$ cat src/rtl/irqa_regs.vh
/*
 * Register offsets, field positions and reset values of the interrupt
 * pending aggregator. Assumes a 12-bit APB byte address, 32-bit data.
 */
`ifndef IRQA_REGS_VH
`define IRQA_REGS_VH

// Byte offsets, one aligned word each
`define IRQA_OFF_BASIC 12'h200
`define IRQA_OFF_PEND_LO 12'h204
`define IRQA_OFF_PEND_HI 12'h208
`define IRQA_OFF_FAST 12'h20c
`define IRQA_OFF_EN_LO 12'h210
`define IRQA_OFF_EN_HI 12'h214
`define IRQA_OFF_EN_BASIC 12'h218
`define IRQA_OFF_DIS_LO 12'h21c
`define IRQA_OFF_DIS_HI 12'h220
`define IRQA_OFF_DIS_BASIC 12'h224
`define IRQA_OFF_EV_STAT 12'h228
`define IRQA_OFF_EV_MASK 12'h22c
`define IRQA_OFF_ROUTE 12'h230

// Basic pending register layout
`define IRQA_BASIC_SUM_LO 8
`define IRQA_BASIC_SUM_HI 9
`define IRQA_BASIC_MIR_LSB 10
`define IRQA_BASIC_MIR_MSB 20

// Graphics sources copied into the basic register
`define IRQA_MIRROR_LO 32'h000c0680
`define IRQA_MIRROR_HI 32'h43e00000

// Fast interrupt control fields
`define IRQA_FAST_SEL_MSB 6
`define IRQA_FAST_EN_BIT 7
`define IRQA_FAST_LOCAL_BASE 7'h40

// Event status bits
`define IRQA_EV_NORMAL 0
`define IRQA_EV_FAST 1
`define IRQA_EV_BADADDR 2
`define IRQA_EV_W 3

// Reset values
`define IRQA_EN_RST 32'h00000000
`define IRQA_FAST_RST 8'h00
`define IRQA_EV_RST 3'h0

`endif

$ cat src/rtl/irqa_sync.v
/*
 * Two-flop level synchroniser for a bus of independent request lines.
 * Assumes each bit is a slow level; no multi-bit coherence is implied.
 */
`timescale 1ns/10ps
`default_nettype none

module irqa_sync #(
  parameter WIDTH = 8
) (
  // Clock and reset
  input wire pclk,
  input wire presetn,
  // Levels
  input wire [WIDTH-1:0] async_in,
  output reg [WIDTH-1:0] sync_out
);

  reg [WIDTH-1:0] meta_reg;

  always @(posedge pclk or negedge presetn) begin
    if (!presetn) begin
      meta_reg <= {WIDTH{1'b0}};
      sync_out <= {WIDTH{1'b0}};
    end else begin
      meta_reg <= async_in;
      sync_out <= meta_reg;
    end
  end

endmodule // irqa_sync

`default_nettype wire

$ cat src/rtl/irqa_fast_sel.v
/*
 * Fast interrupt selector: picks one source out of the pending vector and
 * gates it with the fast enable. Assumes the vector is already synchronous.
 */
`timescale 1ns/10ps
`default_nettype none

module irqa_fast_sel #(
  parameter NSRC = 72,
  parameter SELW = 7
) (
  // Clock and reset
  input wire pclk,
  input wire presetn,
  // Selection
  input wire [NSRC-1:0] src_vec,
  input wire [SELW-1:0] sel,
  input wire fast_en,
  // Output
  output reg fast_out
);

  wire hit;

  // Indices beyond the vector select nothing
  assign hit = (sel < NSRC) ? src_vec[sel] : 1'b0;

  always @(posedge pclk or negedge presetn) begin
    if (!presetn) begin
      fast_out <= 1'b0;
    end else begin
      fast_out <= fast_en & hit;
    end
  end

endmodule // irqa_fast_sel

`default_nettype wire

$ cat src/rtl/irqa_top.v
/*
 * Interrupt pending aggregator: collects local and 64 graphics-side level
 * requests, keeps enables, shows pending state, drives normal and fast
 * interrupt lines. Assumes an APB master on pclk; request pins are async.
 */
`timescale 1ns/10ps
`default_nettype none

`include "irqa_regs.vh"

module irqa_top #(
  parameter NGFX = 64
) (
  // APB clock and reset
  input wire pclk,
  input wire presetn,
  // APB slave
  input wire psel,
  input wire penable,
  input wire pwrite,
  input wire [11:0] paddr,
  input wire [31:0] pwdata,
  output reg [31:0] prdata,
  output wire pready,
  output wire pslverr,
  // Graphics-side requests
  input wire [NGFX-1:0] gfx_req,
  // Local requests
  input wire timer_req,
  input wire [1:0] mbox_req,
  input wire [3:0] door_req,
  input wire [1:0] halt_req,
  input wire [1:0] err_req,
  // Host processor interrupt lines
  output reg normal_irq,
  output wire fast_irq,
  // Messaging interrupts routed to the graphics side
  output reg [2:0] gfx_msg_irq,
  // Block event interrupt
  output reg status_irq
);

  localparam NLOC = 8;
  localparam NALL = NGFX + NLOC;
  localparam NPIN = NGFX + 11;

  wire [NPIN-1:0] pin_sync;
  wire [NGFX-1:0] gfx_pend;
  wire timer_s;
  wire [1:0] mbox_s;
  wire [3:0] door_s;
  wire [1:0] halt_s;
  wire [1:0] err_s;

  reg [31:0] en_lo_reg;
  reg [31:0] en_hi_reg;
  reg [7:0] en_basic_reg;
  reg [7:0] fast_reg;
  reg route_swap_reg;
  reg [`IRQA_EV_W-1:0] ev_stat_reg;
  reg [`IRQA_EV_W-1:0] ev_mask_reg;
  reg fast_irq_d_reg;
  reg normal_irq_d_reg;

  reg [31:0] en_lo_next;
  reg [31:0] en_hi_next;
  reg [31:0] en_basic_next;
  reg [`IRQA_EV_W-1:0] ev_stat_next;
  reg [`IRQA_EV_W-1:0] ev_set;
  reg [31:0] rdata_next;
  reg hit;

  wire [31:0] pend_lo;
  wire [31:0] pend_hi;
  wire [7:0] local_pend;
  wire [31:0] basic_pend;
  wire [2:0] host_msg;
  wire [2:0] gfx_msg;
  wire [NALL-1:0] pend_all;
  wire [NALL-1:0] en_all;
  wire [NALL-1:0] fast_mask;
  wire [NALL-1:0] normal_vec;
  wire wr_acc;
  wire setup;

  // All request pins cross into pclk before anything looks at them
  irqa_sync #(
    .WIDTH(NPIN)
  ) u_sync (
    .pclk(pclk),
    .presetn(presetn),
    .async_in({err_req, halt_req, door_req, mbox_req, timer_req, gfx_req}),
    .sync_out(pin_sync)
  );

  assign gfx_pend = pin_sync[NGFX-1:0];
  assign timer_s = pin_sync[NGFX];
  assign mbox_s = pin_sync[NGFX+2:NGFX+1];
  assign door_s = pin_sync[NGFX+6:NGFX+3];
  assign halt_s = pin_sync[NGFX+8:NGFX+7];
  assign err_s = pin_sync[NGFX+10:NGFX+9];

  assign pend_lo = gfx_pend[31:0];
  assign pend_hi = gfx_pend[63:32];

  // Mailbox 0 and doorbells 0/1 face the host unless swapped
  assign host_msg = route_swap_reg ? {door_s[3], door_s[2], mbox_s[1]} :
    {door_s[1], door_s[0], mbox_s[0]};
  assign gfx_msg = route_swap_reg ? {door_s[1], door_s[0], mbox_s[0]} :
    {door_s[3], door_s[2], mbox_s[1]};

  // Timer, mailbox, two doorbells, two halts, two access errors
  assign local_pend = {err_s[0], err_s[1], halt_s[1], halt_s[0],
    host_msg[2], host_msg[1], host_msg[0], timer_s};

  // Graphics source shown at basic bit MIR_LSB + k
  function [5:0] irqa_mir_src;
    input [31:0] k;
    begin
      case (k)
        32'h00000000: irqa_mir_src = 6'h07;
        32'h00000001: irqa_mir_src = 6'h09;
        32'h00000002: irqa_mir_src = 6'h0a;
        32'h00000003: irqa_mir_src = 6'h12;
        32'h00000004: irqa_mir_src = 6'h13;
        32'h00000005: irqa_mir_src = 6'h35;
        32'h00000006: irqa_mir_src = 6'h36;
        32'h00000007: irqa_mir_src = 6'h37;
        32'h00000008: irqa_mir_src = 6'h38;
        32'h00000009: irqa_mir_src = 6'h39;
        32'h0000000a: irqa_mir_src = 6'h3e;
        default: irqa_mir_src = 6'h00;
      endcase
    end
  endfunction

  // Summary bits ignore sources already copied into the basic register
  assign basic_pend[7:0] = local_pend;
  assign basic_pend[`IRQA_BASIC_SUM_LO] =
    |(pend_lo & ~`IRQA_MIRROR_LO);
  assign basic_pend[`IRQA_BASIC_SUM_HI] =
    |(pend_hi & ~`IRQA_MIRROR_HI);
  genvar mi;
  generate
    for (mi = 0; mi <= `IRQA_BASIC_MIR_MSB - `IRQA_BASIC_MIR_LSB; mi = mi + 1) begin : g_mirror
      assign basic_pend[`IRQA_BASIC_MIR_LSB + mi] = gfx_pend[irqa_mir_src(mi)];
    end
  endgenerate
  assign basic_pend[31:21] = 11'h000;

  // Flat source vector: graphics 0..63, then local 64..71
  assign pend_all = {local_pend, gfx_pend};
  assign en_all = {en_basic_reg, en_hi_reg, en_lo_reg};

  // Fast source is held off the normal line while fast is enabled
  assign fast_mask = fast_reg[`IRQA_FAST_EN_BIT] ?
    ({{(NALL-1){1'b0}}, 1'b1} << fast_reg[`IRQA_FAST_SEL_MSB:0]) :
    {NALL{1'b0}};
  genvar si;
  generate
    for (si = 0; si < NALL; si = si + 1) begin : g_normal
      assign normal_vec[si] = pend_all[si] & en_all[si] & ~fast_mask[si];
    end
  endgenerate

  irqa_fast_sel #(
    .NSRC(NALL),
    .SELW(7)
  ) u_fast (
    .pclk(pclk),
    .presetn(presetn),
    .src_vec(pend_all),
    .sel(fast_reg[`IRQA_FAST_SEL_MSB:0]),
    .fast_en(fast_reg[`IRQA_FAST_EN_BIT]),
    .fast_out(fast_irq)
  );

  // Zero wait states; errors only for unmapped or misaligned words
  assign pready = 1'b1;
  assign setup = psel & ~penable;
  assign wr_acc = psel & penable & pwrite & hit;
  assign pslverr = psel & penable & ~hit;

  // Register write decode, shared by every writable word
  function irqa_wr_to;
    input acc;
    input [11:0] addr;
    input [11:0] off;
    begin
      irqa_wr_to = acc & (addr == off);
    end
  endfunction

  wire wr_en_lo;
  wire wr_en_hi;
  wire wr_en_basic;
  wire wr_dis_lo;
  wire wr_dis_hi;
  wire wr_dis_basic;
  wire wr_fast;
  wire wr_route;
  wire wr_ev_stat;
  wire wr_ev_mask;
  assign wr_en_lo = irqa_wr_to(wr_acc, paddr, `IRQA_OFF_EN_LO);
  assign wr_en_hi = irqa_wr_to(wr_acc, paddr, `IRQA_OFF_EN_HI);
  assign wr_en_basic = irqa_wr_to(wr_acc, paddr, `IRQA_OFF_EN_BASIC);
  assign wr_dis_lo = irqa_wr_to(wr_acc, paddr, `IRQA_OFF_DIS_LO);
  assign wr_dis_hi = irqa_wr_to(wr_acc, paddr, `IRQA_OFF_DIS_HI);
  assign wr_dis_basic = irqa_wr_to(wr_acc, paddr, `IRQA_OFF_DIS_BASIC);
  assign wr_fast = irqa_wr_to(wr_acc, paddr, `IRQA_OFF_FAST);
  assign wr_route = irqa_wr_to(wr_acc, paddr, `IRQA_OFF_ROUTE);
  assign wr_ev_stat = irqa_wr_to(wr_acc, paddr, `IRQA_OFF_EV_STAT);
  assign wr_ev_mask = irqa_wr_to(wr_acc, paddr, `IRQA_OFF_EV_MASK);

  // Set and clear on one write word; a disable beats an enable
  function [31:0] irqa_upd;
    input [31:0] cur;
    input [31:0] wd;
    input set;
    input clr;
    begin
      irqa_upd = cur;
      if (set) begin
        irqa_upd = irqa_upd | wd;
      end
      if (clr) begin
        irqa_upd = irqa_upd & ~wd;
      end
    end
  endfunction

  always @* begin
    hit = 1'b1;
    rdata_next = 32'h00000000;
    case (paddr)
      `IRQA_OFF_BASIC: rdata_next = basic_pend;
      `IRQA_OFF_PEND_LO: rdata_next = pend_lo;
      `IRQA_OFF_PEND_HI: rdata_next = pend_hi;
      `IRQA_OFF_FAST: rdata_next = {24'h000000, fast_reg};
      `IRQA_OFF_EN_LO,
      `IRQA_OFF_DIS_LO: rdata_next = en_lo_reg;
      `IRQA_OFF_EN_HI,
      `IRQA_OFF_DIS_HI: rdata_next = en_hi_reg;
      `IRQA_OFF_EN_BASIC,
      `IRQA_OFF_DIS_BASIC: rdata_next = {24'h000000, en_basic_reg};
      `IRQA_OFF_EV_STAT: rdata_next = {29'h00000000, ev_stat_reg};
      `IRQA_OFF_EV_MASK: rdata_next = {29'h00000000, ev_mask_reg};
      `IRQA_OFF_ROUTE: rdata_next = {31'h00000000, route_swap_reg};
      default: hit = 1'b0;
    endcase
  end

  always @* begin
    en_lo_next = irqa_upd(en_lo_reg, pwdata,
      wr_en_lo,
      wr_dis_lo);
    en_hi_next = irqa_upd(en_hi_reg, pwdata,
      wr_en_hi,
      wr_dis_hi);
    en_basic_next = irqa_upd({24'h000000, en_basic_reg}, pwdata,
      wr_en_basic,
      wr_dis_basic);
  end

  // New events win over a write-one-to-clear in the same cycle
  always @* begin
    ev_set = {`IRQA_EV_W{1'b0}};
    ev_set[`IRQA_EV_NORMAL] = normal_irq & ~normal_irq_d_reg;
    ev_set[`IRQA_EV_FAST] = fast_irq & ~fast_irq_d_reg;
    ev_set[`IRQA_EV_BADADDR] = pslverr;
    ev_stat_next = ev_stat_reg;
    if (wr_ev_stat) begin
      ev_stat_next = ev_stat_reg & ~pwdata[`IRQA_EV_W-1:0];
    end
    ev_stat_next = ev_stat_next | ev_set;
  end

  always @(posedge pclk or negedge presetn) begin
    if (!presetn) begin
      en_lo_reg <= `IRQA_EN_RST;
      en_hi_reg <= `IRQA_EN_RST;
      en_basic_reg <= 8'h00;
      fast_reg <= `IRQA_FAST_RST;
      route_swap_reg <= 1'b0;
      ev_stat_reg <= `IRQA_EV_RST;
      ev_mask_reg <= `IRQA_EV_RST;
      prdata <= 32'h00000000;
    end else begin
      en_lo_reg <= en_lo_next;
      en_hi_reg <= en_hi_next;
      en_basic_reg <= en_basic_next[7:0];
      ev_stat_reg <= ev_stat_next;
      if (wr_fast) begin
        fast_reg <= pwdata[7:0];
      end
      if (wr_route) begin
        route_swap_reg <= pwdata[0];
      end
      if (wr_ev_mask) begin
        ev_mask_reg <= pwdata[`IRQA_EV_W-1:0];
      end
      // Read data is latched in the setup cycle so it is stable in access
      if (setup && !pwrite) begin
        prdata <= rdata_next;
      end
    end
  end

  // Plain OR of enabled sources, minus the fast source: software polls to find which ones are live
  always @(posedge pclk or negedge presetn) begin
    if (!presetn) begin
      normal_irq <= 1'b0;
      normal_irq_d_reg <= 1'b0;
      fast_irq_d_reg <= 1'b0;
      gfx_msg_irq <= 3'h0;
      status_irq <= 1'b0;
    end else begin
      normal_irq <= |normal_vec;
      normal_irq_d_reg <= normal_irq;
      fast_irq_d_reg <= fast_irq;
      gfx_msg_irq <= gfx_msg;
      status_irq <= |(ev_stat_next & ev_mask_reg);
    end
  end

endmodule // irqa_top

`default_nettype wire

$ cat config.mk
export PLATFORM = sky130hd
export DESIGN_NAME = irqa_top
export DESIGN_NICKNAME = d
export VERILOG_FILES = /design/src/rtl/irqa_sync.v /design/src/rtl/irqa_fast_sel.v /design/src/rtl/irqa_top.v
export VERILOG_INCLUDE_DIRS = /design/src /design/src/rtl
export SDC_FILE = /design/constraint.sdc
export NUM_CORES = 1
export LEC_CHECK = 0
export ABC_AREA = 1
export BUFFER_PORTS_ARGS = -buffer_cell sky130_fd_sc_hd__buf_2
export CORE_AREA = 10 10 209 132
export DETAILED_ROUTE_END_ITERATION = 8
export DIE_AREA = 0 0 219 142
export PLACE_DENSITY = 0.82
export REMOVE_ABC_BUFFERS = 1
export SLEW_MARGIN = 15
export SYNTH_ARGS = -nofsm -noshare
export SYNTH_HDL_FRONTEND = slang
export SYNTH_SLANG_ARGS = --single-unit
export TNS_END_PERCENT = 10
$ cat constraint.sdc
create_clock -name pclk -period 1.9 [get_ports pclk]
set_clock_uncertainty 0.15 [all_clocks]
set_input_delay 0.285 -clock pclk [delete_from_list [all_inputs] [get_ports pclk]]
set_output_delay 0.285 -clock pclk [all_outputs]
set_load 0.05 [all_outputs]
**Word-level counts from Yosys, hierarchy flattened**

Cells that the tools add are included.

- Register bits: 277
- Latch bits: 0
- Bits in writable memories: 0
- ROM bits: 0
- Input bits: 124
- Output and inout bits: 40
- Word-level logic and storage cells: 306
- Memories: 0

- Add/subtract/negate cells: 0
- Multiply operators: 0
- Div/mod/pow operators: 0
- $lt $le $gt $ge: 2
- Equal/unequal tests: 13
- Shift-type cells: 1
- Muxes and demuxes: 15
- Bitwise gates (word level): 249
- Reduce and logical (&&, ||, !) cells: 10

Operators with widths:

| operator | number |
|---|---|
| one-hot mux 32 bit (10 select lines) | 1 |
| bitwise AND 1 bit | 162 |
| equality test 12 x 10 -> 1 bit (second input constant) | 13 |
| two-way mux 32 bit | 4 |
| inverter 1 bit | 76 |
| two-way mux 72 bit | 1 |
| OR reduction 72 bit | 1 |
| << shifter 1 x 7 -> 72 bit (first input constant) | 1 |
| bitwise AND 32 bit | 2 |
| bitwise OR 32 bit | 2 |
| inverter 32 bit | 1 |
| OR reduction 27 bit | 1 |
| OR reduction 26 bit | 1 |
| two-way mux 8 bit | 2 |
| OR reduction 13 bit | 1 |
| two-way mux 3 bit | 3 |
| bitwise AND 8 bit | 1 |
| less-than comparator 7 x 8 -> 1 bit (second input constant) | 1 |
| bitwise OR 8 bit | 1 |
| binary-select mux 1 bit (select 7 bit) | 1 |
| less-than comparator 7 bit (second input constant) | 1 |
| bitwise AND 3 bit | 2 |
| OR reduction 2 bit | 3 |
| two-way mux 1 bit | 3 |
| 5 further kinds | 5 |

**Longest topological paths before layout**

- Word-level depth: 9
- Gate-level depth with buffers: 15
- Gate-level depth less buffers: 15

**Hierarchy**

Synthesis repeated with hierarchy kept, for this count alone.

- Cells, all modules: 1355
- Area, all modules: 12318.1 um^2

Modules (own cells, without submodules):

| module | times used | cells an instance | area an instance (um^2) | seq. area each (um^2) |
|---|---|---|---|---|
| irqa_top | 1 | 1032 | 7741.2 | 3153.0 |
| irqa_sync | 1 | 150 | 3753.6 | 3753.6 |
| irqa_fast_sel | 1 | 173 | 823.3 | 25.0 |

**Least setup slack after synthesis**

OpenSTA, ideal clock, no wires.

- Path kind: input -> register
- Start: input port paddr[6]
- End: register (tool-made name)
- Setup time: 119 ps
- Arrival: 1638 ps
- Required time: 1631 ps
- Slack: -7 ps
- Stages on the path: 15
- Buffers on the path: 1
- Path through: inv_1 > nand2_1 > nor2_2 > nand2_1 > inv_2 > nand2_1 > nand2_1 > nor2_2 > nand2_4 > nand2_4 > inv_4 > nand3_4 > buf_6 > o22ai_1 > inv_1

RTL lines:

| item | line | text |
|---|---|---|
| start, declared | irqa_top.v:21 | `input wire [11:0] paddr,` |

**Worst setup path in the final report**

- Start: register fast_reg[1]
- End: register normal_irq

- Word-level cells in the longest chain between the ends: 5
- Elaborated cells between the ends (all ways): 147
- Those cells by class: 1 x shift; 1 x mux; 144 x bitwise; 1 x reduce/logical

Ends and longest elaborated chain:

| item | line | text |
|---|---|---|
| start, declared | irqa_top.v:58 | `reg [7:0] fast_reg;` |
| start signal, assigned | irqa_top.v:283 | `` fast_reg <= `IRQA_FAST_RST; `` |
| start signal, assigned | irqa_top.v:294 | `fast_reg <= pwdata[7:0];` |
| << shifter 1 x 7 -> 72 bit (*) | irqa_top.v:157 | `` ({{(NALL-1){1'b0}}, 1'b1} << fast_reg[`IRQA_FAST_SEL_MSB:0]) : `` |
| two-way mux 72 bit (*) | irqa_top.v:156 | `` assign fast_mask = fast_reg[`IRQA_FAST_EN_BIT] ? `` |
| inverter 1 bit | irqa_top.v:162 | `assign normal_vec[si] = pend_all[si] & en_all[si] & ~fast_mask[si];` |
| bitwise AND 1 bit | irqa_top.v:162 |  |
| OR reduction 72 bit (*) | irqa_top.v:318 | `normal_irq <= \|normal_vec;` |
| end signal, assigned | irqa_top.v:318 |  |
| end, declared | irqa_top.v:35 | `output reg normal_irq,` |

Mark *: on every way between the ends. The rest lies on a longest branch, timed or not.
A chain may end at the register's enable or synchronous reset.

==> impl_metrics.csv <==
group,metric,value,unit
setup_path,worst-path-buf-inv,5,
global_route,grt-ovfl-total,0,
route,drt_pass1_iterations,6,
setup_path,setup.worst_path.end_class,"flip-flop",
cells_and_area,multi_input_area,4375,µm²
synth,synth-edff-count,0,
setup_path,type_of_the_worst_setup_path,"reg2reg",
clocking,clock_sink_count,277,
setup_path,start_kind,"flip-flop",
power_and_ir_drop,reg_power_frac,0.493,
setup_path,largest_stage_delay_worst_path,0.40,ns
die,floorplan.core_area,23780,µm²
setup_path,worst_path_arrival_time,2.50,ns
power_and_ir_drop,power_report.internal_total,9.442,mW
sta,slew_headroom,0.6513,
global_route,grt_first_pass_wirelength,86460,µm
synth,yosys_register_bits,277,
clocking,worst_skew_pair.late_latency,0.57,ns
clocking,clock_tree.htree_level_count,1,
power_and_ir_drop,finalPower,12.60,mW
synth,syn-cell-area,12150,µm²
power_and_ir_drop,power_frac_clock,0.428,
clocking,clock_path_buffers,3,
route,wire_per_inst,26.97,µm
clocking,cts_root_buffer,"sky130_fd_sc_hd__clkbuf_16",
sta,shortest_period_the_worst_path_allows,2.212,ns
route,drt_wl_total,58900,µm
global_route,grt_use_total,0.3743,
die,die-width,219,µm
synth,distinct_cell_type_count_of_the_synthesized_netlist,43,
die,start_util,0.5110,
power_and_ir_drop,power-per-cell-area,725.8,nW/µm²
clocking,cts-buffers-inserted,25,
setup_path,cp_slowest_cell,"sky130_fd_sc_hd__dfrtp_1",
global_route,initial_antenna_violation_count,1,
route,ant_nets,0,
synth,ys_warn_count,0,
cells_and_area,area.growth.synth_to_final,42.84,%
sta,max_clock_freq,0.4522,GHz
clocking,clkTransAtPathRegs,0.08,ns
synth,synth.yosys.seq_area_share,0.5703,
cells_and_area,sequential_cell_area,6933,µm²
global_route,pin_count_of_the_biggest_net_entering_global_routing,70,
clocking,cts_tree,"built",
sta,worst_slew_pin_slew,0.5230,ns
die,die_y,142,µm
setup_path,r2r-start,"fast_reg[1]",
die,design.portCount,164,
die,die_area,31100,µm²
setup_path,timing.critical_path.required,2.19,ns
cells_and_area,layout.filler_cells,1710,
status,run_status,"finished, violations left",
place,globalplace.congestion,1.101,
sta,finalSetupViolCount,5,
worst_hold_path,holdCritPathClass,"in2async",
cells_and_area,finish.instance_area,17360,µm²
global_route,first_global_vias,13290,
route,dr_total_vias,13140,
setup_path,critical_path_peak_fanout,4,
route,drt_iter0_markers,2165,
sta,rsz0062_at_grt,"yes",
synth,synth_top_flop_cell,"sky130_fd_sc_hd__dfrtp_1",
flow_run,cap_viol_max_count,0,
setup_path,timing.rr.end,"normal_irq",
die,fp-row-count,44,
power_and_ir_drop,total_leakage_power,8.713,nW
cells_and_area,drive_gt1_frac,0.2853,
power_and_ir_drop,share_of_power_burned_in_combinational_logic,0.079,
place,dp_hpwl,41950,µm
sta,period_share,1.164,
synth,synth_cells,1348,
power_and_ir_drop,sw_frac_of_total,0.2506,
setup_path,setup.reg_to_reg.worst_slack,-0.31,ns
sta,post-route-worst-setup-slack,-0.3116,ns
route,detail_route.vias_per_cell,6.017,
power_and_ir_drop,p_switching,3.158,mW
synth,synth_area_per_cell,9.016,µm²
sta,slew_viol_final,0,
setup_path,critical_path.cell_chain,"buf_6 -> inv_6 -> nand2_4 -> buf_4 -> nor2_4 -> inv_2 -> nand2_1 -> o2111ai_2 -> nor4_1 -> buf_4 -> nand2_1 -> nor2_1 -> nand2_1",
place,port-buffer-count,162,
setup_path,critPathMostFrequentCell,"sky130_fd_sc_hd__nand2_1",
status,violations,"setup timing",
route,drcViolationCount,0,
sta,finalHoldWorstSlack,0.04362,ns
synth,synth-async-reset-ratio,1.000,
cells_and_area,nets,1964,
setup_path,cp_top_family,"simple AND/OR/NAND/NOR gates",
sta,report.final.hold_viol_count,0,
setup_path,worstRegToRegCells,13,
place,post_place_instance_area,14990,µm²
power_and_ir_drop,max-vdd-ir-drop,841.5,µV
==> layout make-up <==
type	count	share of cell area
repair buffers	506	0.2247
diodes	4	0.0005766
multi-input cells	793	0.2520
clock buffers	35	0.04166
inverters	237	0.05175
clock inverters	10	0.006703
well taps	322	0.02321
flip-flops and latches	277	0.3994
==> through the flow <==
| step | utilization | instances | TNS (ns) | setup slack, ns |
|---|---|---|---|---|
| 3_3_place_gp | 0.6304 | 2013 | -33.22 | -0.4031 |
| 6_report | 0.7300 | 2184 | -0.6809 | -0.3116 |
| 2_1_floorplan | - | 1307 | -44.15 | -0.7027 |
| 5_1_grt | 0.7296 | 2181 | -1.053 | -0.3214 |
| 3_5_place_dp | 0.6304 | 2013 | -36.40 | -0.4273 |
| 4_1_cts | 0.7215 | 2173 | -0.4569 | -0.1808 |
==> worst reg2reg max path: cells and delay by family (launching register included) <==
kind,cells,cell delay (ns)
AOI/OAI and AO/OA,1,0.12
DFF,1,0.40
and+or+nand+nor,7,0.82
buffers and inverters,5,0.59
==> synth_stat cells, drive strengths merged, types with 4 or more instances <==
cell | count | area, µm²
nor3 | 16 | 80.08
o221ai | 10 | 87.58
nand4 | 29 | 181.4
a21oi | 10 | 50.05
nor2 | 79 | 364.1
nor4 | 11 | 68.82
dfrtp | 277 | 6932
o21ai | 113 | 569.3
o2111ai | 11 | 96.34
nand2 | 295 | 1140
o31ai | 4 | 30.03
inv | 234 | 880.8
a211oi | 14 | 105.1
a221oi | 8 | 70.07
o211ai | 25 | 187.7
a22oi | 38 | 285.3
o22ai | 66 | 431.7
buf | 13 | 107.6
clkbuf | 28 | 107.6
nand3 | 53 | 282.8
==> cells in the final DEF, fill, tap and decap left out, types with 12 or more instances in the layout <==
master                          synthesis  layout
sky130_fd_sc_hd__clkbuf_16              0      25
sky130_fd_sc_hd__inv_1                225     217
sky130_fd_sc_hd__buf_12                 0      14
sky130_fd_sc_hd__dfrtp_1              277     276
sky130_fd_sc_hd__a211oi_1              14      13
sky130_fd_sc_hd__nand3_1               51      42
sky130_fd_sc_hd__nand4_1               29      29
sky130_fd_sc_hd__o211ai_1              25      25
sky130_fd_sc_hd__nor2_1                64      55
sky130_fd_sc_hd__dlygate4sd3_1          0     108
sky130_fd_sc_hd__inv_2                  8      15
sky130_fd_sc_hd__nand2_1              288     280
sky130_fd_sc_hd__a22oi_1               38      38
sky130_fd_sc_hd__buf_6                  6      14
sky130_fd_sc_hd__buf_4                  2     208
sky130_fd_sc_hd__o21ai_1               31      35
sky130_fd_sc_hd__buf_2                  5     160
sky130_fd_sc_hd__o21ai_0               81      77
sky130_fd_sc_hd__nor3_1                16      12
sky130_fd_sc_hd__o22ai_1               63      59
sky130_fd_sc_hd__nor2_4                 6      14
==> routing by layer <==
metal	routed length [µm]	track usage	up-vias
met2	25020	0.5432	1097
met5	0	0	-
met3	8736	0.1633	194
met4	2035	0.1110	0
li1	-	-	5498
met1	23110	0.4982	6352
==> how the worst max path moves through the flow <==
| stage | startpoint | end | slack, ns | cells after the start |
|---|---|---|---|---|
| after floorplan | paddr[6] | flip-flop | -0.70 | 12 |
| after global routing | fast_reg[1] | normal_irq | -0.32 | 13 |
| after CTS | fast_reg[0] | normal_irq | -0.18 | 12 |
| after detailed placement | paddr[6] | flip-flop | -0.43 | 13 |
| final | fast_reg[1] | normal_irq | -0.31 | 13 |
| after global placement | paddr[6] | flip-flop | -0.40 | 13 |
==> power by group through the flow <==
stage	registers, mW	clock network [mW]	logic (mW)
finish	6.21	5.39	0.994
global route	6.21	5.60	1.06
CTS	6.19	5.30	0.946
detailed placement	6.30	0	0.754
global placement	6.29	0	0.738
floorplan	6.25	0	0.196
==> kinds of logic after synthesis <==
logic type | after synthesis | share of synthesized area
compound gates | 306 | 0.1620
buf+inv | 278 | 0.09110
flops | 277 | 0.5703
mux | 1 | 0.0008236
other cells | 1 | 0.0003085
simple gates | 485 | 0.1754
==> what timing repair did <==
| action | CTS | global route |
|---|---|---|
| pin swaps | 14 | 25 |
| gates resized for setup | 56 | 31 |
| buffers inserted | 7 | 8 |
| endpoints found under the setup margin | 4 | 28 |
| hold endpoints to repair | 420 | 0 |
| hold buffers | 108 | 0 |
(Power assumes the default switching activity.)
